<file path="config.mk">
export PLATFORM = sky130hd
export DESIGN_NAME = sfc_top
export DESIGN_NICKNAME = d
export VERILOG_FILES = /design/src/design/sfc_pkg.sv /design/src/design/sfc_top.sv
export SDC_FILE = /design/constraint.sdc
export NUM_CORES = 1
export LEC_CHECK = 0
export BUFFER_PORTS_ARGS = -buffer_cell sky130_fd_sc_hd__buf_2
export CAP_MARGIN = 10
export CELL_PAD_IN_SITES_DETAIL_PLACEMENT = 0
export CELL_PAD_IN_SITES_GLOBAL_PLACEMENT = 2
export CORE_MARGIN = 1.5
export CORE_UTILIZATION = 43
export DETAILED_ROUTE_END_ITERATION = 12
export PLACE_DENSITY_LB_ADDON = 0.1
export SLEW_MARGIN = 20
export SYNTH_ARGS = -nofsm -noshare
export SYNTH_HDL_FRONTEND = slang
export SYNTH_SLANG_ARGS = --single-unit
</file>
<file path="constraint.sdc">
create_clock -name MCLK -period 7.9 [get_ports MCLK]
set_input_delay 0.79 -clock MCLK [delete_from_list [all_inputs] [get_ports MCLK]]
set_output_delay 0.79 -clock MCLK [all_outputs]
set_load 0.01 [all_outputs]
</file>
<file path="src/design/sfc_pkg.sv">
package sfc_pkg;
   // register word offsets (byte addresses, 32-bit aligned)
   localparam logic [7:0] OFS_IRQ_STATUS = 8'h00;
   localparam logic [7:0] OFS_IRQ_ENABLE = 8'h04;
   localparam logic [7:0] OFS_IRQ_DISABLE = 8'h08;
   localparam logic [7:0] OFS_IRQ_MASK = 8'h0c;
   localparam logic [7:0] OFS_RX_ADDR = 8'h10;
   localparam logic [7:0] OFS_RX_COUNT = 8'h14;
   localparam logic [7:0] OFS_TX_ADDR = 8'h18;
   localparam logic [7:0] OFS_TX_COUNT = 8'h1c;
   localparam logic [7:0] OFS_CSF0 = 8'h20;
   localparam logic [7:0] OFS_CSF3 = 8'h2c;
   localparam logic [7:0] OFS_MODE = 8'h30;
   // interrupt bit positions
   localparam int BIT_RX_FULL = 0;
   localparam int BIT_TX_EMPTY = 1;
   localparam int BIT_MODE_FAULT = 2;
   localparam int BIT_OVERRUN = 3;
   // format field positions
   localparam int POS_IDLE = 0;
   localparam int POS_PHASE = 1;
   localparam int POS_BITS = 4;
   localparam int POS_BAUD = 8;
   localparam int POS_DBS = 16;
   localparam int POS_DBCT = 24;
   // mode register bit for the slow master clock
   localparam int POS_SLOW = 3;
   // reset values
   localparam logic [31:0] RST_WORD = 32'h0000_0000;
   localparam logic [3:0] RST_IRQ = 4'h0;
   // timing counts in master clock periods
   localparam logic [4:0] SLOW_DIV = 5'h1f;      // divide by 32
   localparam logic [12:0] DBCT_UNIT = 13'h020;  // 32 periods per step
   localparam logic [12:0] DBCT_ZERO = 13'h004;  // zero field: 4 periods
   localparam logic [3:0] BITS_MAX = 4'h8;
   localparam logic [4:0] BITS_BASE = 5'h08;

   typedef enum logic [2:0] {
      SFC_IDLE  = 3'b000,
      SFC_LEAD  = 3'b001,
      SFC_SHIFT = 3'b010,
      SFC_GAP   = 3'b011
   } sfc_state_t;

   // one peripheral transfer format
   typedef struct packed {
      logic [7:0] inter_transfer_delay;
      logic [7:0] select_to_clock_delay;
      logic [7:0] baud_divider;
      logic [3:0] bits;
      logic [1:0] rsvd;
      logic       clock_sample_phase;
      logic       clock_idle_level;
   } sfc_format_t;

   // DMA request toward the memory side
   typedef struct packed {
      logic        req;
      logic        write;   // 1 = store received word
      logic [31:0] addr;
   } sfc_dma_t;
endpackage

</file>
<file path="src/design/sfc_top.sv">
`timescale 1ns/100ps
// Behaviour
// [RULE1] disable write of one clears enable
// [RULE2] mask reads enables, resets to zero
// [RULE3] irq high when enabled flag set
// [RULE4] software loads receive pointer first
// [RULE5] zero receive count blocks receive DMA
// [RULE6] software loads transmit pointer first
// [RULE7] zero transmit count blocks transmit DMA
// [RULE8] each word advances pointer, decrements count
// [RULE9] idle clock level follows polarity bit
// [RULE10] phase bit picks change and sample edges
// [RULE11] word length 8 to 16 bits
// [RULE12] serial clock is master over twice divider
// [RULE13] divider zero or one stops clock
// [RULE14] master clock is system or over 32
// [RULE15] select to clock delay, zero half period
// [RULE16] gap 32 times field, zero gives four
// [RULE17] gap before release, select held between
// [RULE18] format register per group of four selects
module sfc_top (
   input  wire logic        MCLK,
   input  wire logic        RST_N,
   input  wire logic [7:0]  ADDR,
   input  wire logic [31:0] WDATA,
   input  wire logic        WR,
   input  wire logic        RD,
   output logic [31:0]      RDATA,
   output logic             IRQ,
   input  wire logic        RX_FULL,      // status flags from serializer
   input  wire logic        TX_EMPTY,
   input  wire logic        MODE_FAULT,
   input  wire logic        OVERRUN,
   input  wire logic        START,        // serializer has a word to send
   input  wire logic        SAME_PERIPH,  // next word to same peripheral
   input  wire logic [3:0]  PERIPH,       // decoded peripheral number
   output sfc_pkg::sfc_dma_t DMA,
   input  wire logic        DMA_ACK,
   output logic             SERIAL_CLOCK_LINE,
   output logic             SELECT_ACTIVE,
   output logic             SHIFT_OUT,    // one-cycle: change data now
   output logic             SAMPLE_IN,    // one-cycle: capture data now
   output logic             WORD_DONE,
   output logic [4:0]       WORD_BITS
);
   typedef struct packed {
      logic [3:0]  flags;
      logic [3:0]  enable;
      logic [31:0] rx_addr;
      logic [31:0] rx_count;
      logic [31:0] tx_addr;
      logic [31:0] tx_count;
      logic [3:0][31:0] csf;
      logic        slow;
      logic [4:0]  pre;
      logic [7:0]  baud_cnt;
      logic [12:0] dly;
      logic [5:0]  edges;
      logic        sck;
      logic        sel;
      logic [1:0]  grp;
      logic        dma_busy;
      logic        dma_wr;
      logic [31:0] rdata;
      logic        done;
      sfc_pkg::sfc_state_t st;
   } sfc_reg_t;

   sfc_reg_t r;
   sfc_reg_t next_r;
   logic [3:0] ev;
   logic [3:0] p_ev;
   logic [3:0] sy1;
   logic [3:0] sy2;
   sfc_pkg::sfc_format_t fmt;
   logic tick;
   logic baud_ok;
   logic [4:0] nbits;

   // serializer status comes from its own timing: two-stage sync
   always_ff @(posedge MCLK or negedge RST_N) begin
      if (!RST_N) begin
         sy1 <= 4'h0;
         sy2 <= 4'h0;
         p_ev <= 4'h0;
      end else begin
         sy1 <= {OVERRUN, MODE_FAULT, TX_EMPTY, RX_FULL};
         sy2 <= sy1;
         p_ev <= sy2;
      end
   end
   // rising edges of flags become sticky events
   assign ev = sy2 & ~p_ev;

   assign fmt = sfc_pkg::sfc_format_t'(r.csf[r.grp]); // RULE18
   assign tick = r.slow ? (r.pre == sfc_pkg::SLOW_DIV) : 1'b1; // RULE14
   assign baud_ok = fmt.baud_divider > 8'h01; // RULE13
   // reserved lengths clamp to 16 rather than overrun the counter
   assign nbits = (fmt.bits > sfc_pkg::BITS_MAX) ? 5'h10 :
                  sfc_pkg::BITS_BASE + {1'b0, fmt.bits}; // RULE11

   always_comb begin
      next_r = r;
      next_r.done = 1'b0;
      next_r.rdata = sfc_pkg::RST_WORD;
      next_r.pre = r.slow ? r.pre + 5'h01 : 5'h00;
      // set wins over write-one-to-clear
      if (WR && ADDR == sfc_pkg::OFS_IRQ_STATUS)
         next_r.flags = r.flags & ~WDATA[3:0];
      next_r.flags = next_r.flags | ev;
      if (WR) begin
         case (ADDR)
            sfc_pkg::OFS_IRQ_ENABLE: next_r.enable = r.enable | WDATA[3:0];
            sfc_pkg::OFS_IRQ_DISABLE:
               next_r.enable = r.enable & ~WDATA[3:0]; // RULE1
            sfc_pkg::OFS_RX_ADDR: next_r.rx_addr = WDATA; // RULE4
            sfc_pkg::OFS_RX_COUNT: next_r.rx_count = WDATA;
            sfc_pkg::OFS_TX_ADDR: next_r.tx_addr = WDATA; // RULE6
            sfc_pkg::OFS_TX_COUNT: next_r.tx_count = WDATA;
            sfc_pkg::OFS_MODE: next_r.slow = WDATA[sfc_pkg::POS_SLOW];
            default: begin
               if (ADDR >= sfc_pkg::OFS_CSF0 && ADDR <= sfc_pkg::OFS_CSF3
                   && ADDR[1:0] == 2'b00)
                  next_r.csf[ADDR[3:2]] = WDATA;
            end
         endcase
      end
      if (RD) begin
         case (ADDR)
            sfc_pkg::OFS_IRQ_STATUS: next_r.rdata = {28'h0, r.flags};
            sfc_pkg::OFS_IRQ_MASK: next_r.rdata = {28'h0, r.enable}; // RULE2
            sfc_pkg::OFS_RX_ADDR: next_r.rdata = r.rx_addr;
            sfc_pkg::OFS_RX_COUNT: next_r.rdata = r.rx_count;
            sfc_pkg::OFS_TX_ADDR: next_r.rdata = r.tx_addr;
            sfc_pkg::OFS_TX_COUNT: next_r.rdata = r.tx_count;
            sfc_pkg::OFS_MODE: next_r.rdata = {28'h0, r.slow, 3'h0};
            default: begin
               if (ADDR >= sfc_pkg::OFS_CSF0 && ADDR <= sfc_pkg::OFS_CSF3
                   && ADDR[1:0] == 2'b00)
                  next_r.rdata = r.csf[ADDR[3:2]];
            end
         endcase
      end
      // dma: receive has priority since an unread word may be overrun
      if (r.dma_busy) begin
         if (DMA_ACK) begin
            next_r.dma_busy = 1'b0;
            if (r.dma_wr) begin
               next_r.rx_addr = r.rx_addr + 32'h4;   // RULE8
               next_r.rx_count = r.rx_count - 32'h1; // RULE8
            end else begin
               next_r.tx_addr = r.tx_addr + 32'h4;   // RULE8
               next_r.tx_count = r.tx_count - 32'h1; // RULE8
            end
         end
      end else if (ev[sfc_pkg::BIT_RX_FULL] && r.rx_count != 32'h0) begin
         next_r.dma_busy = 1'b1; // RULE5
         next_r.dma_wr = 1'b1;
      end else if (ev[sfc_pkg::BIT_TX_EMPTY] && r.tx_count != 32'h0) begin
         next_r.dma_busy = 1'b1; // RULE7
         next_r.dma_wr = 1'b0;
      end
      // serial timing, advancing only on master clock ticks
      if (tick) begin
         case (r.st)
            sfc_pkg::SFC_IDLE: begin
               next_r.sck = fmt.clock_idle_level; // RULE9
               if (START && baud_ok) begin // RULE13
                  next_r.grp = PERIPH[3:2]; // RULE18
                  next_r.sel = 1'b1;
                  next_r.st = sfc_pkg::SFC_LEAD;
                  next_r.dly = (fmt.select_to_clock_delay == 8'h00) ?
                     {5'h00, fmt.baud_divider} :
                     {5'h00, fmt.select_to_clock_delay}; // RULE15
               end
            end
            sfc_pkg::SFC_LEAD: begin
               if (r.dly <= 13'h001) begin
                  next_r.st = sfc_pkg::SFC_SHIFT;
                  next_r.baud_cnt = fmt.baud_divider;
                  next_r.edges = 6'h00;
               end else
                  next_r.dly = r.dly - 13'h001;
            end
            sfc_pkg::SFC_SHIFT: begin
               // half period is baud_divider master clocks
               if (r.baud_cnt <= 8'h01) begin
                  next_r.baud_cnt = fmt.baud_divider; // RULE12
                  next_r.sck = ~r.sck;
                  next_r.edges = r.edges + 6'h01;
                  if (r.edges + 6'h01 == {nbits, 1'b0}) begin
                     next_r.st = sfc_pkg::SFC_GAP;
                     next_r.done = 1'b1;
                     next_r.dly = (fmt.inter_transfer_delay == 8'h00) ?
                        sfc_pkg::DBCT_ZERO :
                        13'(sfc_pkg::DBCT_UNIT *
                            {5'h00, fmt.inter_transfer_delay}); // RULE16
                  end
               end else
                  next_r.baud_cnt = r.baud_cnt - 8'h01;
            end
            sfc_pkg::SFC_GAP: begin
               if (r.dly <= 13'h001) begin
                  // select stays high across same-peripheral words
                  if (START && SAME_PERIPH && baud_ok) begin // RULE17
                     next_r.st = sfc_pkg::SFC_LEAD;
                     next_r.dly = 13'h001;
                  end else begin
                     next_r.sel = 1'b0; // RULE17
                     next_r.st = sfc_pkg::SFC_IDLE;
                  end
               end else
                  next_r.dly = r.dly - 13'h001;
            end
            default: next_r.st = sfc_pkg::SFC_IDLE;
         endcase
      end
   end

   always_ff @(posedge MCLK or negedge RST_N) begin
      if (!RST_N) begin
         r <= '0;
      end else begin
         r <= next_r;
      end
   end

   // edge strobes: odd edges lead, phase picks role
   logic edge_now;
   logic lead_edge;
   assign edge_now = tick && r.st == sfc_pkg::SFC_SHIFT &&
                     r.baud_cnt <= 8'h01;
   assign lead_edge = ~r.edges[0];
   assign SHIFT_OUT = edge_now &&
      (lead_edge ^ fmt.clock_sample_phase); // RULE10
   assign SAMPLE_IN = edge_now &&
      ~(lead_edge ^ fmt.clock_sample_phase); // RULE10

   assign IRQ = |(r.flags & r.enable); // RULE3
   assign RDATA = r.rdata;
   assign DMA = '{req: r.dma_busy, write: r.dma_wr,
                  addr: r.dma_wr ? r.rx_addr : r.tx_addr};
   assign SERIAL_CLOCK_LINE = r.sck;
   assign SELECT_ACTIVE = r.sel;
   assign WORD_DONE = r.done;
   assign WORD_BITS = nbits;
endmodule // sfc_top

</file>
==> reports/qor.yml, run 1 <==
route.final.wire_length_um: 65900
ys_seq_area_share_pct: 44.7
grtUsageTotal_pct: 28.1
setup_viol: 0
netlist.area_leader.share_pct: 44.7
remaining_drc_errors: 0
number_of_instances_in_the_synthesized_netlist: 1922
grt_start_max_net_pins: 147
finish.net_count: 2036
clkTransAtPathRegs_ps: 60
post-dp-hpwl_um: 45700
critical_path.reg2reg.endpoint: "r[52]"
die-height_um: 217
crit-reg2reg-launch: "r[38]"
synth_edf_count: 0
synth-main-ff-cell: "sky130_fd_sc_hd__dfrtp_1"
root_buffer: "sky130_fd_sc_hd__clkbuf_16"
clock_skew_ps: 16.4
postSynthNetCount: 1990
clock_tree_from_tritoncts: "done"
core_area_um2: 45200
final_cell_count_no_fill: 2600
async_reset_ff_share_pct: 100
hold_buffers: 0
slew_headroom_pct: 24.0
cts.path.max_buffers: 3
htreeDepth: 2
clk-insertion-delay-late_ps: 570
postCtsResizedCells: 0
power.ir.vdd_worst_uv: 145
synth_area_um2: 19600
start_util_pct: 43.4
run_status: "completed"
synth.distinct_cells: 77
cts_sinks: 350
total_negative_setup_slack_ps: 0
row_count: 78
achievable-frequency_mhz: 270
worstMarginPinSlew_ps: 1130
cp-end-kind: "register"
share_of_final_layout_standard_cells_stronger_than_drive_strength_1_pct: 26.1
drt_first_iter_violations: 1558
grt-ovfl-total: 0
die_area_um2: 46900
post-route-period-util_pct: 46.9
ys_warn_count: 0
maxCapViolCount: 0
placed_cell_count: 2524
r2r_cells: 8
grt_antenna_before_repair: 1
power_leakage_nw: 9.27
detailedRoute.firstPassIterationCount: 7
ys_seq_elements: 350
critPathArrivalTime_ps: 4140
worst-path-max-fanout: 30
timing.critical_path.from_type: "register"
die_w_um: 217
power.density_nw_per_um2: 275
slew_viol_final: 0
route.detailed.vias_per_inst: 6.25
min-delay-path-class: "input port to async pin"
rsz_0062_raised_after_global_routing: "no"
num_vias: 16200
syn_avg_cell_area_um2: 10.2
port_buffers: 129
worstPathRequired_ps: 8340
synth_largest_area_cell: "sky130_fd_sc_hd__dfrtp_1"
buffer_count_from_post_cts_setup_fixing: 0
finalHoldViolations: 0
layout-area-overhead-vs-synth_pct: 13.1
num_antenna_cells: 0
global_route_wire_length_before_repair_um: 99900
finalCriticalPeriod_ps: 3700
vias_in_the_first_global_route: 15300
synth.top_cells.by_area: "sky130_fd_sc_hd__dfrtp_1, sky130_fd_sc_hd__mux2_2, sky130_fd_sc_hd__mux4_2"
io-pin-count: 132
worstSetupPathType: "register to register"
numCtsBuffers: 42
antenna_left: 0
drt-wirelength-per-cell_um: 25.3
place.gp.congestion: 0.861
timing.reg2reg.setup_slack_ps: 4200
kinds of logic (layout without fill, tap and decap cells):
logic type | count (synthesis) | in the layout | share of synthesized area, %
AO/OA/AOI/OAI | 518 | 518 | 17.5
XOR/XNOR | 12 | 12 | 0.536
adder cells (fa/ha/maj) | 13 | 13 | 0.829
buffers and inverters | 197 | 275 | 4.66
flip-flops | 350 | 350 | 44.7
multiplexers | 240 | 240 | 17.3
AND/OR/NAND/NOR | 592 | 592 | 14.5
cells in the mapped netlist (all sizes together) (7+ instances only):
master,instances
or4,10
o31ai,16
mux2,173
a311oi,22
buf,75
o21ai,115
nor2,232
a21oi,156
nand2,120
nand3,49
o221a,12
xnor2,10
clkbuf,84
a211oi,35
a211o,13
a22o,16
ha,13
mux4,62
nand4,14
dfrtp,350
nor2b,15
or3,10
o22ai,11
nor4,26
nor3,53
a222oi,28
o21a,8
a31oi,14
and2,11
a22oi,32
o32ai,7
inv,37
and3,15
or2,10
power breakdown:
part	total (W)	switching [W]	internal [W]
registers	0.00232	0.000324	0.00200
logic	0.00153	0.000914	0.000612
clock network	0.00225	0.000823	0.00143
final cells by class:
| class | count | area [um^2] |
|---|---|---|
| fillers | 4252 | 23000 |
| multi-input cells | 1375 | 10000 |
| flip-flops and latches | 350 | 8760 |
| clock buffers | 55 | 1200 |
| repair buffers | 161 | 923 |
| well taps | 600 | 751 |
| clock inverters | 21 | 398 |
| inverters | 38 | 143 |
critical path: stages, from the launching register on:
cell,delay (ps)
sky130_fd_sc_hd__dfrtp_2,350
sky130_fd_sc_hd__buf_4,530
sky130_fd_sc_hd__mux4_2,680
sky130_fd_sc_hd__nor4_1,250
sky130_fd_sc_hd__a21boi_0,290
sky130_fd_sc_hd__a31o_2,350
sky130_fd_sc_hd__a21oi_2,620
sky130_fd_sc_hd__or2_4,360
sky130_fd_sc_hd__o21ai_1,100
how the worst max path moves through the flow:
stage	from	endpoint	slack, ps	cells after the start
after floorplan	ADDR[1]	r[111]	4910	9
after global placement	ADDR[3]	r[231]	3740	7
after detailed placement	ADDR[3]	r[232]	3730	7
after CTS	r[38]	r[55]	4130	8
after global routing	r[38]	r[56]	3970	8
final	r[38]	r[52]	4200	8
state kept, by name, indices dropped and copies added, names as in the netlist:
register           count
r                    301
RDATA                 32
p_ev                   4
sy1                    4
sy2                    4
DMA                    2
SELECT_ACTIVE          1
SERIAL_CLOCK_LINE      1
WORD_DONE              1
layout by cell type, fill, tap and decap left out, drive strengths merged, types with 7 or more instances in the layout:
cell type | netlist | routed
a22oi | 32 | 32
and3 | 15 | 15
inv | 37 | 38
o31ai | 16 | 16
and2 | 11 | 11
a21oi | 156 | 156
nand4 | 14 | 14
bufinv | 0 | 11
o221a | 12 | 12
or4 | 10 | 10
clkbuf | 84 | 55
dfrtp | 350 | 350
mux2 | 173 | 173
buf | 75 | 161
a222oi | 28 | 28
xnor2 | 10 | 10
nand3 | 49 | 49
o32ai | 7 | 7
a311oi | 22 | 22
o22ai | 11 | 11
nor2 | 232 | 232
o21a | 8 | 8
ha | 13 | 13
nand2 | 120 | 120
a211oi | 35 | 35
a22o | 16 | 16
a31oi | 14 | 14
o21ai | 115 | 115
a211o | 13 | 13
mux4 | 62 | 62
nor4 | 26 | 26
or2 | 10 | 10
or3 | 10 | 10
nor3 | 53 | 53
nor2b | 15 | 15
routing by layer:
layer / part of all wire, % / vias up / track usage [%] / routed length (um)
li1: - / 7297 / - / -
met1: 46 / 8324 / 40.6 / 30200
met2: 46 / 529 / 43.7 / 30400
met3: 5.5 / 93 / 4.39 / 3620
met4: 2.6 / 0 / 7.75 / 1710
met5: 0 / - / 0 / 0
stage by stage:
step / hold WS, ps / setup WS [ps] / total power (W) / cell area [um^2] / utilization, %
global route: 287 / 3970 / 0.00640 / 22200 / 49.1
finish: 231 / 4200 / 0.00610 / 22200 / 49.1
detailed placement: 339 / 3730 / 0.00386 / 20600 / 45.5
CTS: 266 / 4130 / 0.00613 / 22200 / 49.1
global placement: 340 / 3740 / 0.00383 / 20600 / 45.5
floorplan: 331 / 4910 / 0.00332 / 19600 / -
(Power assumes the default switching activity.)
==> inputs of run 2 (changes only) <==
- CORE_UTILIZATION: 43 -> 36
- clock period: 7.9 -> 3.2 ns (I/O delays scaled with it)
==> reports/qor.yml, run 2 (synthesis gave the netlist of run 1 again) <==
max_stage_delay_ps: 610  # -70 ps
start_util_pct: 36.4  # -7.0 points
grt_start_max_net_pins: 89  # -39%
layout-area-overhead-vs-synth_pct: 16.5
min-delay-path-class: "input port to register"
path_buf_inv: 1  # unchanged
place.gp.congestion: 0.865  # +0.45%
root_buffer: "sky130_fd_sc_hd__clkbuf_16"
cp-end-kind: "register"
power_leakage_nw: 9.60  # +3.6%
global_route_wire_length_before_repair_um: 106000  # +6.0%
maxCapViolCount: 0  # unchanged
antenna_left: 0  # unchanged
run_status: "completed"
core_area_um2: 53800  # +19%
groute.layer.met3.usage_pct: 3.29  # -1.1 points
post-dp-hpwl_um: 51000  # +12%
worst-path-max-fanout: 8  # -73%
power.ir.vdd_worst_uv: 380  # +160%
row_count: 85  # +9.0%
post-route-period-util_pct: 95.3  # +48 points
grt-busiest-layer: "met2"
worstPathRequired_ps: 3680  # -4660 ps
grt_antenna_before_repair: 0  # -1
critical_path.cell_chain: "and4_1 -> nand4_1 -> nor4_2 -> buf_4 -> nand2_1 -> nor3_2 -> a211oi_1 -> a311oi_1"
grt-ovfl-total: 0  # unchanged
detailedPlace.worstSlack_ps: 4.51  # -3730 ps
worstMarginPinSlew_ps: 971  # -159 ps
total_power_w: 0.0148  # +140%
share_of_final_layout_standard_cells_stronger_than_drive_strength_1_pct: 28.0  # +2.0 points
crit_path_top_delay_cell: "sky130_fd_sc_hd__nor4_2"
power.density_nw_per_um2: 646  # +140%
layout.cells.most_common_list: "sky130_fd_sc_hd__dfrtp_1, sky130_fd_sc_hd__nor2_1, sky130_fd_sc_hd__mux2_2"
detailedRoute.firstPassIterationCount: 9  # +2
slew_headroom_pct: 35.0  # +11 points
die-height_um: 236  # +9.2%
clk-insertion-delay-late_ps: 580  # about the same
finish.net_count: 2110  # +3.6%
drt-wirelength-per-cell_um: 25.4  # +0.19%
num_vias: 16400  # +0.80%
clock_skew_ps: 15.9  # -0.554 ps
critical-path-top-delay-family: "simple AND/OR/NAND/NOR gates"
grt_util_met1_pct: 36.6  # -4.1 points
numCtsBuffers: 44  # +4.8%
critPathArrivalTime_ps: 3530  # -610 ps
layout_commonest_cell: "sky130_fd_sc_hd__dfrtp_1"
remaining_drc_errors: 0  # unchanged
slew_viol_final: 0  # unchanged
achievable-frequency_mhz: 328  # +21%
grtUsageTotal_pct: 25.1  # -3.0 points
total_negative_setup_slack_ps: 0  # unchanged
cts_sinks: 350  # unchanged
timing.critical_path.from_type: "register"
num_antenna_cells: 0  # unchanged
vias_in_the_first_global_route: 16000  # +4.3%
worstSetupPathType: "register to register"
die_w_um: 236  # +9.2%
clock_tree_from_tritoncts: "done"
drt_first_iter_violations: 1633  # +4.8%
holdWs_ps: 119  # -112 ps
route.final.wire_length_um: 70400  # +6.8%
global_route.usage.met2_pct: 38.4  # -5.3 points
post-route-worst-setup-slack_ps: 150  # -4050 ps
die_area_um2: 55900  # +19%
buffer_count_from_post_cts_setup_fixing: 0  # unchanged
largest_register_ffs: 301  # unchanged
finalCriticalPeriod_ps: 3050  # -653 ps
setup_viol: 0  # unchanged
port_buffers: 129  # unchanged
clkTransAtPathRegs_ps: 60  # about the same
route.detailed.vias_per_inst: 5.91  # -5.5%
finalHoldViolations: 0  # unchanged
registers.top_by_ff_count: "r"
io-pin-count: 132  # unchanged
rsz_0062_raised_after_global_routing: "no"
cts.path.max_buffers: 3  # unchanged
htreeDepth: 2  # unchanged
[run 2: cell count changes in the layout (fill, tap and decap cells not counted), moves of 4 or more]
cell and delta:
sky130_fd_sc_hd__buf_12 +12, sky130_fd_sc_hd__dlygate4sd3_1 +7, sky130_fd_sc_hd__clkinvlp_4 -4, sky130_fd_sc_hd__bufinv_16 -8, sky130_fd_sc_hd__clkbuf_1 +9, sky130_fd_sc_hd__buf_4 +53
sky130_fd_sc_hd__clkinv_2 +5
[run 2: final timing paths]
path                            from  slack, ps  depth (start not counted)     end
min                        WDATA[21]        120                          3  r[288]
max                           r[249]        150                          8  r[264]
max reg2reg                   r[249]        150                          8  r[264]
min in group asynchronous      RST_N        380                          2  sy2[0]
min reg2reg                   sy1[0]        340                          0  sy2[0]
max in group asynchronous      RST_N       1870                          3  r[162]
[run 2: metrics by stage]
step / util (%) / instance area [um^2] / cells
2_1_floorplan: - / 19600 / 1922
3_3_place_gp: 39.6 / 21300 / 2685
3_5_place_dp: 39.6 / 21300 / 2685
4_1_cts: 42.4 / 22800 / 2772
5_1_grt: 42.5 / 22800 / 2772
6_report: 42.5 / 22800 / 2772
[run 2: where the power goes]
part	internal [W]	total, W	switching, W
sequential	0.00494	0.00565	0.000710
clock	0.00299	0.00501	0.00202
combinational	0.00172	0.00411	0.00239
total	0.00964	0.0148	0.00513
[run 2: worst register-to-register path, delay by kind of cell, from the launching register on]
kind | cells | cell delay [ps]
DFF | 1 | 500
AOI/OAI and AO/OA | 2 | 390
buffers and inverters | 1 | 220
and+or+nand+nor | 5 | 1840
[run 2: repair_timing]
| action | in CTS | in global routing |
|---|---|---|
| setup endpoints to repair | 1 | 3 |
| hold buffers | 7 | 0 |
| resized for setup | 1 | 2 |
| hold endpoints to repair | 87 | 0 |
[run 2: layout make-up]
cell class / count / area (um^2)
clock buffers: 66 / 1270
clock inverters: 14 / 160
fillers: 5256 / 31000
inverters: 38 / 143
multi-input cells: 1375 / 10000
flip-flops and latches: 350 / 8760
well taps: 696 / 871
repair buffers: 233 / 1630
[run 2: metal layers]
metal / vias up / part of all wire (%)
met2: 491 / 45
met1: 8352 / 47
li1: 7425 / -
met3: 105 / 4.7
met4: 0 / 2.9
met5: - / 0
